**src/gdfc_params.svh**
```systemverilog
`ifndef GDFC_PARAMS_SVH
`define GDFC_PARAMS_SVH

// register offsets (7-bit frame address)
`define GDFC_OFS_STS0 7'h00
`define GDFC_OFS_STS1 7'h01
`define GDFC_OFS_STS2 7'h02
`define GDFC_OFS_STS3 7'h03
`define GDFC_OFS_CTL1 7'h04
`define GDFC_OFS_CTL2 7'h05
`define GDFC_OFS_IC1  7'h06
`define GDFC_OFS_IC2  7'h07
`define GDFC_OFS_DRV  7'h08
`define GDFC_OFS_OCP  7'h09
`define GDFC_OFS_SELA 7'h0a

// reset values
`define GDFC_RST_CTL1 8'h00
`define GDFC_RST_CTL2 8'h07
`define GDFC_RST_IC1  8'h35
`define GDFC_RST_IC2  8'h50
`define GDFC_RST_DRV  8'hff
`define GDFC_RST_OCP  8'h00
`define GDFC_RST_SELA 8'h14

// lock codes and overcurrent response codes
`define GDFC_LOCK_SET    3'h6
`define GDFC_LOCK_CLR    3'h3
`define GDFC_MODE_LATCH  2'h0
`define GDFC_MODE_RETRY  2'h1
`define GDFC_MODE_REPORT 2'h2
`define GDFC_MODE_OFF    2'h3

// frame layout: r/w bit, 7 address bits, 8 data bits
`define GDFC_HDR_BITS   5'h08
`define GDFC_FRAME_BITS 5'h10

// timing, least times round up
`define GDFC_CLK_NS          8
`define GDFC_CYC(ns)         (((ns) + `GDFC_CLK_NS - 1) / `GDFC_CLK_NS)
`define GDFC_TSLEEP_NS       850000
`define GDFC_RETRY_LONG_NS   4000000
`define GDFC_RETRY_SHORT_NS  70000
`define GDFC_DGL0_NS         1570
`define GDFC_DGL1_NS         2380
`define GDFC_DGL2_NS         3490
`define GDFC_DGL3_NS         5730

`endif

```
**src/gdfc_pkg.sv**
```systemverilog
`default_nettype none
package gdfc_pkg;

  typedef enum logic [1:0] {OC_IDLE, OC_LATCHED, OC_RETRY} gdfc_oc_e;

  typedef struct packed {
    logic drive_rail_uv_report_only;
    logic drive_rail_ov_report_only;
    logic regulator_oc_report_only;
    logic pump_uv_report_only;
    logic supply_uv_report_only;
    logic supply_ov_report_only;
    logic thermal_shutdown_report_only;
    logic thermal_warning_routing;
  } gdfc_ctl1_s;

  typedef struct packed {
    logic [1:0] shunt_oc_response;
    logic [1:0] drain_oc_response;
    logic       gate_fault_disable;
    logic       shunt1_oc_disable;
    logic       shunt2_oc_disable;
    logic       shunt3_oc_disable;
  } gdfc_ctl2_s;

  typedef struct packed {
    logic       fault_clear;
    logic [2:0] write_lock;
    logic       drive_input_mode;
    logic [2:0] shunt_oc_threshold;
  } gdfc_ic1_s;

  typedef struct packed {
    logic [1:0] dead_time;
    logic [1:0] gate_transition_limit;
    logic       back_emf_amp_enable;
    logic       amp1_enable;
    logic       amp2_enable;
    logic       amp3_enable;
  } gdfc_ic2_s;

  typedef struct packed {
    logic [3:0] high_side_drive_strength;
    logic [3:0] low_side_drive_strength;
  } gdfc_drv_s;

  typedef struct packed {
    logic [3:0] drain_oc_threshold;
    logic       shunt_oc_retry_time;
    logic       drain_oc_retry_time;
    logic [1:0] oc_deglitch_time;
  } gdfc_ocp_s;

  typedef struct packed {
    logic       cmp1_hysteresis;
    logic [2:0] phase_a_high_input_select;
    logic       supply_uv_threshold;
    logic [2:0] phase_a_low_input_select;
  } gdfc_sela_s;

  // control fields driven out to the analog side
  typedef struct packed {
    gdfc_ic1_s  ic1;
    gdfc_ic2_s  ic2;
    gdfc_drv_s  drv;
    gdfc_ocp_s  ocp;
    gdfc_sela_s sela;
  } gdfc_ctrl_s;

  // detector levels and sticky flags; index 0 = phase a / channel 1
  typedef struct packed {
    logic [2:0] drain_hi;
    logic [2:0] drain_lo;
    logic [2:0] gate_hi;
    logic [2:0] gate_lo;
    logic [2:0] shunt;
    logic       drive_rail_uv;
    logic       drive_rail_ov;
    logic       regulator_oc;
    logic       pump_uv;
    logic       supply_uv;
    logic       supply_ov;
    logic       thermal_sd;
    logic       thermal_warn;
  } gdfc_fault_s;

  typedef struct packed {
    gdfc_fault_s          flt_s1;
    gdfc_fault_s          flt_s2;
    logic [1:0]           en_sync;
    logic [2:0]           sclk_sync;
    logic [1:0]           csn_sync;
    logic [1:0]           mosi_sync;
    logic [19:0]          sleep_cnt;
    logic                 sleep;
    logic [4:0]           bit_cnt;
    logic [14:0]          shift;
    logic [7:0]           rd_sh;
    logic                 miso;
    gdfc_ctl1_s           ctl1;
    gdfc_ctl2_s           ctl2;
    gdfc_ctrl_s           ctrl;
    gdfc_fault_s          flags;
    gdfc_oc_e [1:0]       oc;
    logic [1:0][9:0]      dgl;
    logic [1:0][19:0]     retry;
    logic                 fault_n;
    logic                 supply_stop;
  } gdfc_state_s;

endpackage
`default_nettype wire

```
**src/gdfc_regs.sv**
```systemverilog
// Function
// fault clear write or long enable-low pulse zeroes all fault status
// phase-c status: drain oc high bit 7, low bit 6, gate fault 5, 4
// shunt oc channels 1,2,3 in bits 2,1,0; bit 3 reads zero
// supply, rail, regulator, pump, thermal disable bits make fault report-only
// thermal warning drives pin and summary only when routing bit set
// shunt oc response: latch, retry, report only, or off
// drain oc response uses the same four-way encoding
// latched overcurrent shutdown released only by clear or enable-low recovery
// gate fault disable and per-channel shunt disables stop detection
// fault clear clears every flag and reads back zero by itself
// lock code 110 blocks writes except lock field; 011 unlocks
// drive mode bit selects independent or pwm input mode
// three-bit shunt threshold code applies to all channels
// two-bit dead-time code stored and driven out
// two-bit gate transition limit code stored and driven out
// four amplifier enable bits, reset to zero
// high and low side four-bit drive strength codes
// four-bit drain oc threshold code
// retry wait 4000 us when bit zero, 70 us when one
// shared deglitch filter 1.57, 2.38, 3.49 or 5.73 us
// summary bit is the or of all fault flags, thermal warning only when routed
// control registers return to defaults on entering sleep
// phase-a gate input select fields stored and driven out
// flags stay set until cleared; reads work while locked
// writes to status registers are ignored
`timescale 1ns/1ps
`default_nettype none
`include "gdfc_params.svh"

module gdfc_regs
  import gdfc_pkg::*;
#(
  parameter int TSLEEP_CYC      = `GDFC_CYC(`GDFC_TSLEEP_NS),
  parameter int RETRY_LONG_CYC  = `GDFC_CYC(`GDFC_RETRY_LONG_NS),
  parameter int RETRY_SHORT_CYC = `GDFC_CYC(`GDFC_RETRY_SHORT_NS)
) (
  input  wire logic        sys_clk_i,            // system clock
  input  wire logic        rst_i,                // async reset, high
  input  wire logic        en_i,                 // enable pin, async
  input  wire logic        spi_sclk_i,           // serial clock, async
  input  wire logic        spi_cs_n_i,           // chip select, low
  input  wire logic        spi_mosi_i,           // serial data in
  output logic             spi_miso_o,           // serial data out
  input  wire gdfc_fault_s fault_i,              // raw detector levels
  output logic             fault_output_pin_n_o, // fault pin, low
  output gdfc_ctrl_s       ctrl_o,               // control fields
  output logic             drain_oc_shutdown_o,  // drain oc gate stop
  output logic             shunt_oc_shutdown_o,  // shunt oc gate stop
  output logic             supply_shutdown_o,    // supply fault stop
  output logic             sleep_o               // sleep entered
);

  // ----------------------------------------
  // helpers
  // ----------------------------------------

  // reset image of the whole state; sleep reloads its control fields
  function automatic gdfc_state_s rst_state();
    gdfc_state_s s;
    s           = '0;
    s.csn_sync  = 2'h3;
    s.ctl1      = `GDFC_RST_CTL1;
    s.ctl2      = `GDFC_RST_CTL2;
    s.ctrl.ic1  = `GDFC_RST_IC1;
    s.ctrl.ic2  = `GDFC_RST_IC2;
    s.ctrl.drv  = `GDFC_RST_DRV;
    s.ctrl.ocp  = `GDFC_RST_OCP;
    s.ctrl.sela = `GDFC_RST_SELA;
    s.fault_n   = 1'b1;
    return s;
  endfunction

  localparam gdfc_state_s ST_RST = rst_state();

  // deglitch length in cycles for a code
  function automatic logic [9:0] dgl_cycles(input logic [1:0] code);
    case (code)
      2'h0:    return 10'(`GDFC_CYC(`GDFC_DGL0_NS));
      2'h1:    return 10'(`GDFC_CYC(`GDFC_DGL1_NS));
      2'h2:    return 10'(`GDFC_CYC(`GDFC_DGL2_NS));
      default: return 10'(`GDFC_CYC(`GDFC_DGL3_NS));
    endcase
  endfunction

  // retry wait in cycles for a select bit
  function automatic logic [19:0] retry_cycles(input logic sel);
    return sel ? 20'(RETRY_SHORT_CYC) : 20'(RETRY_LONG_CYC);
  endfunction

  // summary: warning counts only when routed
  function automatic logic flag_summary(input gdfc_fault_s f, input logic route);
    gdfc_fault_s t;
    t              = f;
    t.thermal_warn = f.thermal_warn & route;
    return |t;
  endfunction

  // read decode; status built from the sticky flags
  function automatic logic [7:0] reg_read(input logic [6:0] a, input gdfc_state_s s);
    gdfc_fault_s f;
    f = s.flags;
    case (a)
      `GDFC_OFS_STS0: return {flag_summary(f, s.ctl1.thermal_warning_routing),
                              f.drive_rail_uv | f.drive_rail_ov | f.regulator_oc,
                              f.pump_uv | f.supply_uv | f.supply_ov,
                              |{f.drain_hi, f.drain_lo},
                              |{f.gate_hi, f.gate_lo},
                              |f.shunt, f.thermal_sd, f.thermal_warn};
      `GDFC_OFS_STS1: return {f.drive_rail_uv, f.drive_rail_ov, f.regulator_oc,
                              f.pump_uv, f.supply_uv, f.supply_ov, 2'h0};
      `GDFC_OFS_STS2: return {f.drain_hi[0], f.drain_lo[0], f.gate_hi[0], f.gate_lo[0],
                              f.drain_hi[1], f.drain_lo[1], f.gate_hi[1], f.gate_lo[1]};
      `GDFC_OFS_STS3: return {f.drain_hi[2], f.drain_lo[2],
                              f.gate_hi[2], f.gate_lo[2], 1'b0,
                              f.shunt[0], f.shunt[1], f.shunt[2]};
      `GDFC_OFS_CTL1: return s.ctl1;
      `GDFC_OFS_CTL2: return s.ctl2;
      `GDFC_OFS_IC1:  return s.ctrl.ic1; // clear bit is never stored
      `GDFC_OFS_IC2:  return s.ctrl.ic2;
      `GDFC_OFS_DRV:  return s.ctrl.drv;
      `GDFC_OFS_OCP:  return s.ctrl.ocp;
      `GDFC_OFS_SELA: return s.ctrl.sela;
      default:        return 8'h00;
    endcase
  endfunction

  // ----------------------------------------
  // state
  // ----------------------------------------

  gdfc_state_s q;
  gdfc_state_s d;

  // ----------------------------------------
  // next state
  // ----------------------------------------

  // one process computes the whole next state
  always_comb begin
    logic        rise;
    logic        fall;
    logic        clr;
    logic        sleep_enter;
    logic        locked;
    logic [15:0] word;
    gdfc_ic1_s   wi;
    gdfc_fault_s f;
    gdfc_fault_s set;
    gdfc_fault_s nf;
    logic [5:0]  drain_raw;
    logic [2:0]  shunt_raw;
    logic [1:0]  mode;
    logic [1:0]  confirm;
    logic [1:0]  raw_any;
    logic [9:0]  lim;
    logic [19:0] rlim;
    rise        = 1'b0;
    fall        = 1'b0;
    clr         = 1'b0;
    sleep_enter = 1'b0;
    locked      = 1'b0;
    word        = 16'h0000;
    wi          = '0;
    f           = '0;
    set         = '0;
    nf          = '0;
    drain_raw   = 6'h00;
    shunt_raw   = 3'h0;
    mode        = 2'h0;
    confirm     = 2'h0;
    raw_any     = 2'h0;
    lim         = 10'h000;
    rlim        = 20'h00000;
    d           = q;

    // two-stage synchronisers for everything off-domain
    d.flt_s1       = fault_i;
    d.flt_s2       = q.flt_s1;
    d.en_sync[0]   = en_i;
    d.en_sync[1]   = q.en_sync[0];
    d.sclk_sync[0] = spi_sclk_i;
    d.sclk_sync[1] = q.sclk_sync[0];
    d.sclk_sync[2] = q.sclk_sync[1];
    d.csn_sync[0]  = spi_cs_n_i;
    d.csn_sync[1]  = q.csn_sync[0];
    d.mosi_sync[0] = spi_mosi_i;
    d.mosi_sync[1] = q.mosi_sync[0];
    f              = q.flt_s2;

    // enable-low timer; sleep entered once after the full time
    if (q.en_sync[1]) begin
      d.sleep_cnt = 20'h00000;
      d.sleep     = 1'b0;
    end else if (!q.sleep) begin
      if (q.sleep_cnt >= 20'(TSLEEP_CYC - 1)) begin
        sleep_enter = 1'b1;
        d.sleep     = 1'b1;
      end else begin
        d.sleep_cnt = q.sleep_cnt + 20'h00001;
      end
    end

    // serial slave: edges seen on the second sync stage only
    rise   = q.sclk_sync[1] & ~q.sclk_sync[2];
    fall   = ~q.sclk_sync[1] & q.sclk_sync[2];
    locked = (q.ctrl.ic1.write_lock == `GDFC_LOCK_SET);
    word   = {q.shift, q.mosi_sync[1]};
    wi     = word[7:0];
    if (q.csn_sync[1]) begin
      d.bit_cnt = 5'h00;
      d.miso    = 1'b0;
    end else if (rise && q.bit_cnt < `GDFC_FRAME_BITS) begin
      d.shift   = word[14:0];
      d.bit_cnt = q.bit_cnt + 5'h01;
      // header done: snapshot read data, allowed while locked
      if (q.bit_cnt == `GDFC_HDR_BITS - 5'h01 && word[7]) begin
        d.rd_sh = reg_read(word[6:0], q);
      end
      // last bit of a write frame commits it
      if (q.bit_cnt == `GDFC_FRAME_BITS - 5'h01 && !word[15] && !q.sleep) begin
        if (locked) begin
          if (word[14:8] == `GDFC_OFS_IC1 &&
              (wi.write_lock == `GDFC_LOCK_SET || wi.write_lock == `GDFC_LOCK_CLR)) begin
            d.ctrl.ic1.write_lock = wi.write_lock;
          end
        end else begin
          case (word[14:8])
            `GDFC_OFS_CTL1: d.ctl1 = word[7:0];
            `GDFC_OFS_CTL2: d.ctl2 = word[7:0];
            `GDFC_OFS_IC1: begin
              d.ctrl.ic1.drive_input_mode   = wi.drive_input_mode;
              d.ctrl.ic1.shunt_oc_threshold = wi.shunt_oc_threshold;
              if (wi.write_lock == `GDFC_LOCK_SET || wi.write_lock == `GDFC_LOCK_CLR) begin
                d.ctrl.ic1.write_lock = wi.write_lock;
              end
              clr = wi.fault_clear;
            end
            `GDFC_OFS_IC2:  d.ctrl.ic2  = word[7:0];
            `GDFC_OFS_DRV:  d.ctrl.drv  = word[7:0];
            `GDFC_OFS_OCP:  d.ctrl.ocp  = word[7:0];
            `GDFC_OFS_SELA: d.ctrl.sela = word[7:0];
            default: ;
          endcase
        end
      end
    end else if (fall && q.bit_cnt >= `GDFC_HDR_BITS && q.bit_cnt < `GDFC_FRAME_BITS) begin
      d.miso  = q.rd_sh[7];
      d.rd_sh = {q.rd_sh[6:0], 1'b0};
    end

    // enable-low recovery clears like a clear write
    clr = clr | sleep_enter;

    // qualified overcurrent detector levels
    drain_raw = {f.drain_hi, f.drain_lo};
    shunt_raw = f.shunt & ~{q.ctl2.shunt3_oc_disable, q.ctl2.shunt2_oc_disable,
                            q.ctl2.shunt1_oc_disable};
    raw_any   = {|shunt_raw, |drain_raw};
    lim       = dgl_cycles(q.ctrl.ocp.oc_deglitch_time);

    // group 0 drain, group 1 shunt: deglitch then respond
    for (int g = 0; g < 2; g++) begin
      mode = (g == 1) ? q.ctl2.shunt_oc_response : q.ctl2.drain_oc_response;
      rlim = retry_cycles((g == 1) ? q.ctrl.ocp.shunt_oc_retry_time
                                   : q.ctrl.ocp.drain_oc_retry_time);
      if (!raw_any[g] || mode == `GDFC_MODE_OFF) begin
        d.dgl[g] = 10'h000;
      end else if (q.dgl[g] != lim) begin
        d.dgl[g] = q.dgl[g] + 10'h001;
        if (q.dgl[g] == lim - 10'h001) begin
          confirm[g] = 1'b1;
        end
      end
      case (q.oc[g])
        OC_IDLE: begin
          if (confirm[g] && mode == `GDFC_MODE_LATCH) begin
            d.oc[g] = OC_LATCHED;
          end else if (confirm[g] && mode == `GDFC_MODE_RETRY) begin
            d.oc[g]    = OC_RETRY;
            d.retry[g] = 20'h00000;
          end
        end
        OC_LATCHED: begin
          if (clr) begin
            d.oc[g] = OC_IDLE;
          end
        end
        OC_RETRY: begin
          if (clr || q.retry[g] >= rlim - 20'h00001) begin
            d.oc[g]  = OC_IDLE;
            d.dgl[g] = 10'h000; // a lasting fault re-trips
          end else begin
            d.retry[g] = q.retry[g] + 20'h00001;
          end
        end
        default: d.oc[g] = OC_IDLE;
      endcase
    end

    // flag sources; overcurrent only after deglitch, mode not off
    if (confirm[0]) begin
      set.drain_hi = f.drain_hi;
      set.drain_lo = f.drain_lo;
    end
    if (confirm[1]) begin
      set.shunt = shunt_raw;
    end
    if (!q.ctl2.gate_fault_disable) begin
      set.gate_hi = f.gate_hi;
      set.gate_lo = f.gate_lo;
    end
    set.drive_rail_uv = f.drive_rail_uv;
    set.drive_rail_ov = f.drive_rail_ov;
    set.regulator_oc  = f.regulator_oc;
    set.pump_uv       = f.pump_uv;
    set.supply_uv     = f.supply_uv;
    set.supply_ov     = f.supply_ov;
    set.thermal_sd    = f.thermal_sd;
    set.thermal_warn  = f.thermal_warn;

    // sticky flags: a new event wins over a clear in the same cycle
    nf        = (clr ? gdfc_fault_s'('0) : q.flags) | set;
    d.flags   = nf;
    d.fault_n = ~flag_summary(nf, d.ctl1.thermal_warning_routing);

    // supply and thermal shutdown faults stop the bridge unless report-only
    d.supply_stop = |({f.drive_rail_uv, f.drive_rail_ov, f.regulator_oc, f.pump_uv,
                       f.supply_uv, f.supply_ov, f.thermal_sd} &
                      ~{q.ctl1.drive_rail_uv_report_only, q.ctl1.drive_rail_ov_report_only,
                        q.ctl1.regulator_oc_report_only, q.ctl1.pump_uv_report_only,
                        q.ctl1.supply_uv_report_only, q.ctl1.supply_ov_report_only,
                        q.ctl1.thermal_shutdown_report_only});

    // sleep puts every control register back to its default
    if (sleep_enter || q.sleep) begin
      d.ctl1 = ST_RST.ctl1;
      d.ctl2 = ST_RST.ctl2;
      d.ctrl = ST_RST.ctrl;
    end
  end

  // ----------------------------------------
  // registers
  // ----------------------------------------

  // whole state in one register
  always_ff @(posedge sys_clk_i or posedge rst_i) begin
    if (rst_i) begin
      q <= ST_RST;
    end else begin
      q <= d;
    end
  end

  // ----------------------------------------
  // outputs
  // ----------------------------------------

  // all outputs come from state flops; the two oc stops decode the oc state
  assign spi_miso_o           = q.miso;
  assign fault_output_pin_n_o = q.fault_n;
  assign ctrl_o               = q.ctrl;
  assign drain_oc_shutdown_o  = (q.oc[0] != OC_IDLE);
  assign shunt_oc_shutdown_o  = (q.oc[1] != OC_IDLE);
  assign supply_shutdown_o    = q.supply_stop;
  assign sleep_o              = q.sleep;

endmodule

`default_nettype wire

```
**config.mk**
```make
export PLATFORM = sky130hd
export DESIGN_NAME = gdfc_regs
export DESIGN_NICKNAME = d
export VERILOG_FILES = /design/src/gdfc_pkg.sv /design/src/gdfc_regs.sv
export VERILOG_INCLUDE_DIRS = /design/src /design/src/src
export SDC_FILE = /design/constraint.sdc
export NUM_CORES = 1
export LEC_CHECK = 0
export BUFFER_PORTS_ARGS = -buffer_cell sky130_fd_sc_hd__buf_2
export CAP_MARGIN = 0
export CORE_UTILIZATION = 55
export DETAILED_ROUTE_END_ITERATION = 10
export PLACE_DENSITY = 0.81
export SLEW_MARGIN = 20
export SYNTH_ARGS = -nofsm -noshare
export SYNTH_HDL_FRONTEND = slang
export SYNTH_SLANG_ARGS = --single-unit
```
**constraint.sdc**
```tcl
create_clock -name sys_clk_i -period 14.3 [get_ports sys_clk_i]
set_clock_uncertainty 0.1 [all_clocks]
set_input_delay 2.145 -clock sys_clk_i [delete_from_list [all_inputs] [get_ports sys_clk_i]]
set_output_delay 2.145 -clock sys_clk_i [all_outputs]
set_load 0.02 [all_outputs]
```
==> results of run 1 <==
[per-stage QoR]
stage | total power, mW | setup WS (ns) | hold WS [ns]
floorplan | 0.905 | 5.25 | 0.231
global placement | 0.945 | 10.44 | 0.233
detailed placement | 0.951 | 10.42 | 0.235
CTS | 1.68 | 10.58 | 0.243
global route | 1.74 | 10.53 | 0.251
finish | 1.68 | 10.59 | 0.244
[cells in the final DEF (no fill, tap or decap), types with 11 or more instances in the layout]
cell       Yosys  final
o21ai_0       36     36
nand4_1       26     26
a21oi_1       38     38
nand2_1      129    129
mux2_2        12     12
clkbuf_16      0     26
nand3_1       42     42
dfrtp_1      227    226
nor2b_1       11     11
buf_2          1     73
inv_1         45     44
ha_1          32     32
o31ai_1       15     15
and3_1        21     21
nor3_1        15     15
dfstp_2       22     22
nor4_1        21     21
nand2b_1      18     18
nor2_1       116    116
xor2_1        31     31
xnor2_1       21     21
or4_1         15     15
mux2i_1       82     82
[path summary, 6_finish.rpt]
kind,start,to,cells past startpoint
setup reg to reg,ctrl_o[11],q[37],8
min in group asynchronous,rst_i,d[215],2
hold reg to reg,d[205],q[205],0
setup / recovery,q[64],shunt_oc_shutdown_o,2
max in group asynchronous,rst_i,q[183],4
hold / removal,d[205],q[205],0
[cell type report]
cell class                      count  area [um^2]  area share
Timing Repair Buffer               83          460      0.0335
Multi-Input combinational cell    833         5540       0.403
Clock inverter                     10          186      0.0136
Sequential cell                   249         6260       0.456
Inverter                           45          176      0.0129
Tap cell                          280          350      0.0255
Clock buffer                       38          756      0.0550
[state kept, by name (all words and copies together) (netlist names)]
register	cells
q	178
fault_output_pin_n_o	1
ctrl_o	39
supply_shutdown_o	1
spi_miso_o	1
d	28
sleep_o	1
[kinds of logic (layout without fill, tap and decap cells)]
kind of cell / after synthesis / in the layout / share of synthesized area
AOI/OAI and AO/OA: 175 / 175 / 0.0966
xor gates and xnor gates: 52 / 52 / 0.0365
adders and majority gates: 32 / 32 / 0.0321
buffers and inverters: 137 / 176 / 0.0546
DFF: 249 / 249 / 0.502
muxes: 97 / 97 / 0.0821
other: 1 / 1 / 0.000301
and+or+nand+nor: 476 / 476 / 0.196
[where the power goes]
| part | leakage [nW] | internal (mW) | switching [mW] |
|---|---|---|---|
| Sequential | 3.17 | 0.736 | 0.0713 |
| Clock | 0.464 | 0.456 | 0.277 |
| Combinational | 2.82 | 0.0578 | 0.0805 |
| Total | 6.45 | 1.25 | 0.429 |
[per-layer routing]
metal / vias up / part of all wire / wire, um
met5: - / 0 / 0
met4: 0 / 0.033 / 949
met3: 85 / 0.072 / 2100
met2: 376 / 0.47 / 13700
met1: 4635 / 0.42 / 12300
li1: 4327 / - / -
==> impl_metrics.tcl, run 1 <==
set metrics [dict create \
    ios 75 \
    dpl-instance-area_mm2 0.0128 \
    yosysWarnings 0 \
    critPathBufInv 1 \
    cts-root-buf "clkbuf_16" \
    initial_core_util 0.566 \
    fill_cells 1731 \
    instances_no_fill 1538 \
    drv_slew 0 \
    cp.required_ns 12.06 \
    grt_pass1_vias 9321 \
    cp_max_fo 5 \
    min_period_over_period 0.260 \
    cts_setup_buffers 0 \
    wl_per_cell_um 18.9 \
    maxSlewHeadroom 0.278 \
    fin_util 0.623 \
    mappedNetlistNets 1280 \
    hold_viol_final 0 \
    avgSynthCellArea_um2 10.2 \
    max_freq_mhz 269 \
    synth_edf_count 0 \
    rsz0062_at_grt "no" \
    grt.met2_usage 0.411 \
    cts-buffers-inserted 26 \
    fin_crit_ns 3.71 \
    grt_first_pass_wirelength_mm 47.8 \
    dr.pass1.iters 9 \
    antenna_left 0 \
    arrival_ns 1.47 \
    overflow 0 \
    leakagePower_nw 6.45 \
    grt_use_met3 0.0506 \
    yosysTopAreaCellShare 0.456 \
    design.die.area_mm2 0.0233 \
    rrSetupSlack_ns 10.83 \
    grt_max_degree 148 \
    critPathLaunchType "register" \
    hp-class "reg2reg" \
    dr_total_vias 9423 \
    layout-drive-gt1-share 0.146 \
    synth.most_common_cell "dfrtp_1" \
    drv_cap 0 \
    synthTopCellsByArea "dfrtp_1, mux2i_1, dfstp_2, nand2_1, nor2_1" \
    setup_viol 0 \
    antenna_found_initial 0 \
    ir_drop_uv 106 \
    yosysTopAreaCell "dfrtp_1" \
    cp_slowest_stage_delay_ns 0.42 \
    vias_per_cell 6.13 \
    clk_pin_slew_worst_paths_ns 0.06 \
    slowest_stage "dfrtp_1" \
    synthTopCellsByCount "dfrtp_1, nand2_1, nor2_1" \
    place_hpwl_mm 19.6 \
    finalInstanceArea_mm2 0.0137 \
    rows 54 \
    dr.first_iter.drc_count 702 \
    dpl.cell_count 1489 \
    worst-setup-path-type "reg2out" \
    worstSetupEndpointType "primary output" \
    synth.distinct_cells 78 \
    area_delta_synth_final_pct 10.1 \
    p_per_area_mw_per_mm2 122 \
    worstPathCellList "or2_2 -> buf_2" \
    cts_hold_buf 0 \
    clock-sinks 249 \
    ys_seq_area_frac 0.502 \
    coreArea_mm2 0.0220 \
    n_antenna_cell 0 \
    grt_most_used_layer "met2" \
    synth_area_mm2 0.0125 \
    grt.total_usage 0.254 \
    synth-async-reset-ratio 1.00 \
    fin_setup_tns_ns 0 \
    wl_mm 29.1 \
    tightest_slew_ns 1.08 \
    violations "DRC" \
    die_y_um 153 \
    clockBufferDepth 3 \
    cts-resized-gates 0 \
    drcViolationCount 3 \
    io_buffers 73 \
    cp_top_family "flip-flops" \
    ys_seq_elements 249 \
    synthFlopType "dfrtp_1" \
    die_x_um 153 \
    cts_tree "yes" \
    status "finished with violations" \
    clk_latency_ns 0.54 \
    htreeDepth 1 \
    grtUsageMet1 0.339 \
    syn_inst 1219 \
    gp_congestion 0.939 \
    final_nets 1299 \
]
Power figures use the tool's default switching activity.
==> run 2, diff against run 1 <==
==> constraint.sdc (replaced) <==
create_clock -name sys_clk_i -period 3.8 [get_ports sys_clk_i]
set_clock_uncertainty 0.1 [all_clocks]
set_input_delay 0.57 -clock sys_clk_i [delete_from_list [all_inputs] [get_ports sys_clk_i]]
set_output_delay 0.57 -clock sys_clk_i [all_outputs]
set_load 0.02 [all_outputs]
==> impl_metrics.tcl, run 2 (same netlist as run 1, synthesis figures left out) <==
set metrics [dict create \
    fin_crit_ns 3.28 \
    coreArea_mm2 0.0220 \
    worstPathCellList "inv_1 -> ha_1 -> a2111o_1 -> a221o_1 -> a2111oi_4 -> nand3_2 -> or4_1 -> a21oi_1" \
    rows 54 \
    grt_pass1_vias 9404 \
    final_nets 1313 \
    place_hpwl_mm 20.4 \
    hold_viol_final 0 \
    tightest_slew_ns 1.00 \
    die_y_um 153 \
    dr.pass1.iters 8 \
    max_freq_mhz 305 \
    initial_core_util 0.566 \
    seqCellArea_mm2 0.00626 \
    cts-buffers-inserted 26 \
    dpl-instance-area_mm2 0.0129 \
    clockBufferDepth 3 \
    fin_ws_ns 0.518 \
    arrival_ns 3.63 \
    dr_total_vias 9493 \
    n_antenna_cell 0 \
    fin_setup_tns_ns 0 \
    fill_cells 1720 \
    drcViolationCount 0 \
    final_common_cell "dfrtp_1" \
    htreeDepth 1 \
    cts_hold_buf 1 \
    io_buffers 73 \
    hp-class "in2reg" \
    place_ws_ns 0.587 \
    clk_latency_ns 0.54 \
    multi_input_area_mm2 0.00554 \
    p_per_area_mw_per_mm2 459 \
    cp_slowest_stage_delay_ns 0.59 \
    top_register "q" \
    grt_first_pass_wirelength_mm 48.6 \
    finalInstanceArea_mm2 0.0138 \
    gp_congestion 0.972 \
    critPathLaunchType "register" \
    vias_per_cell 6.12 \
    cts-root-buf "clkbuf_16" \
    design.die.area_mm2 0.0233 \
    ir_drop_uv 405 \
    cp_max_fo 14 \
    rrSetupSlack_ns 0.52 \
    drv_slew 0 \
    wl_mm 29.3 \
    largest_reg_flops 178 \
    antenna_left 0 \
    antenna_found_initial 0 \
    ios 75 \
    grt_max_degree 143 \
    clk_pin_slew_worst_paths_ns 0.06 \
    final_cell_mix "dfrtp_1, nand2_1, nor2_1" \
    status "completed" \
    clock-sinks 249 \
    cts-resized-gates 0 \
    rsz0062_at_grt "no" \
    maxSlewHeadroom 0.327 \
    dr.first_iter.drc_count 742 \
    die_x_um 153 \
    worstSetupEndpointType "register" \
    setup_viol 0 \
    cts_setup_buffers 0 \
    overflow 0 \
    leakagePower_nw 6.51 \
    grt.total_usage 0.258 \
    fin_total_pwr_mw 6.34 \
    min_period_over_period 0.864 \
    cp.required_ns 4.15 \
    wl_per_cell_um 18.9 \
    layout-drive-gt1-share 0.157 \
    slowest_stage "or4_1" \
    worst-setup-path-type "reg2reg" \
    cts_tree "yes" \
    drv_cap 0 \
    area_delta_synth_final_pct 10.9 \
]
## run 2: changes by cell type in the layout (fill, tap and decap cells not counted), sizes merged
cell / delta
inv: -1
clkbuf: -7
buf: +13
dlygate4sd3: +1
clkinv: +3
bufinv: +1
clkinvlp: +3
## run 2: power breakdown
group | switching [mW] | internal, mW | leakage [nW]
combinational | 0.350 | 0.225 | 2.88
sequential | 0.220 | 2.77 | 3.17
clock | 1.06 | 1.72 | 0.464
## run 2: critical path: cells and delay by family, from the launching register on
family | cells | cell delay [ns]
AO/OA/AOI/OAI | 4 | 1.37
AND/OR/NAND/NOR | 2 | 0.88
flip-flops | 1 | 0.42
adder cells (fa/ha/maj) | 1 | 0.33
buffers and inverters | 1 | 0.11
## run 2: routing by layer
metal | part of all wire | wire, um | up-vias | GRT usage
li1 | - | - | 4359 | -
met1 | 0.42 | 12400 | 4684 | 0.345
met2 | 0.47 | 13800 | 368 | 0.417
met3 | 0.069 | 2030 | 82 | 0.0481
met4 | 0.036 | 1070 | 0 | 0.104
met5 | 0 | 0 | - | 0
## run 2: layout make-up
class	instances	share of cell area
Inverter	45	0.0125
Multi-Input combinational cell	833	0.401
Timing Repair Buffer	97	0.0405
Tap cell	280	0.0253
Clock inverter	16	0.0178
Sequential cell	249	0.453
Clock buffer	31	0.0506
## run 2: worst paths after layout
| path | from | end | depth (start not counted) |
|---|---|---|---|
| worst max register to register | ctrl_o[11] | q[37] | 8 |
| worst min-delay path | fault_i[14] | d[218] | 1 |
| min in group asynchronous | rst_i | d[219] | 3 |
| worst max-delay path | ctrl_o[11] | q[37] | 8 |
| worst min register to register | d[207] | q[207] | 0 |
| max in group asynchronous | rst_i | q[154] | 4 |
## run 2: through the flow
step / hold WS, ns / util / instances
after floorplan: 0.231 / - / 1219
after global placement: 0.231 / 0.584 / 1503
after detailed placement: 0.235 / 0.584 / 1503
after CTS: 0.0154 / 0.628 / 1551
after global routing: 0.0174 / 0.628 / 1551
final: 0.0323 / 0.628 / 1551
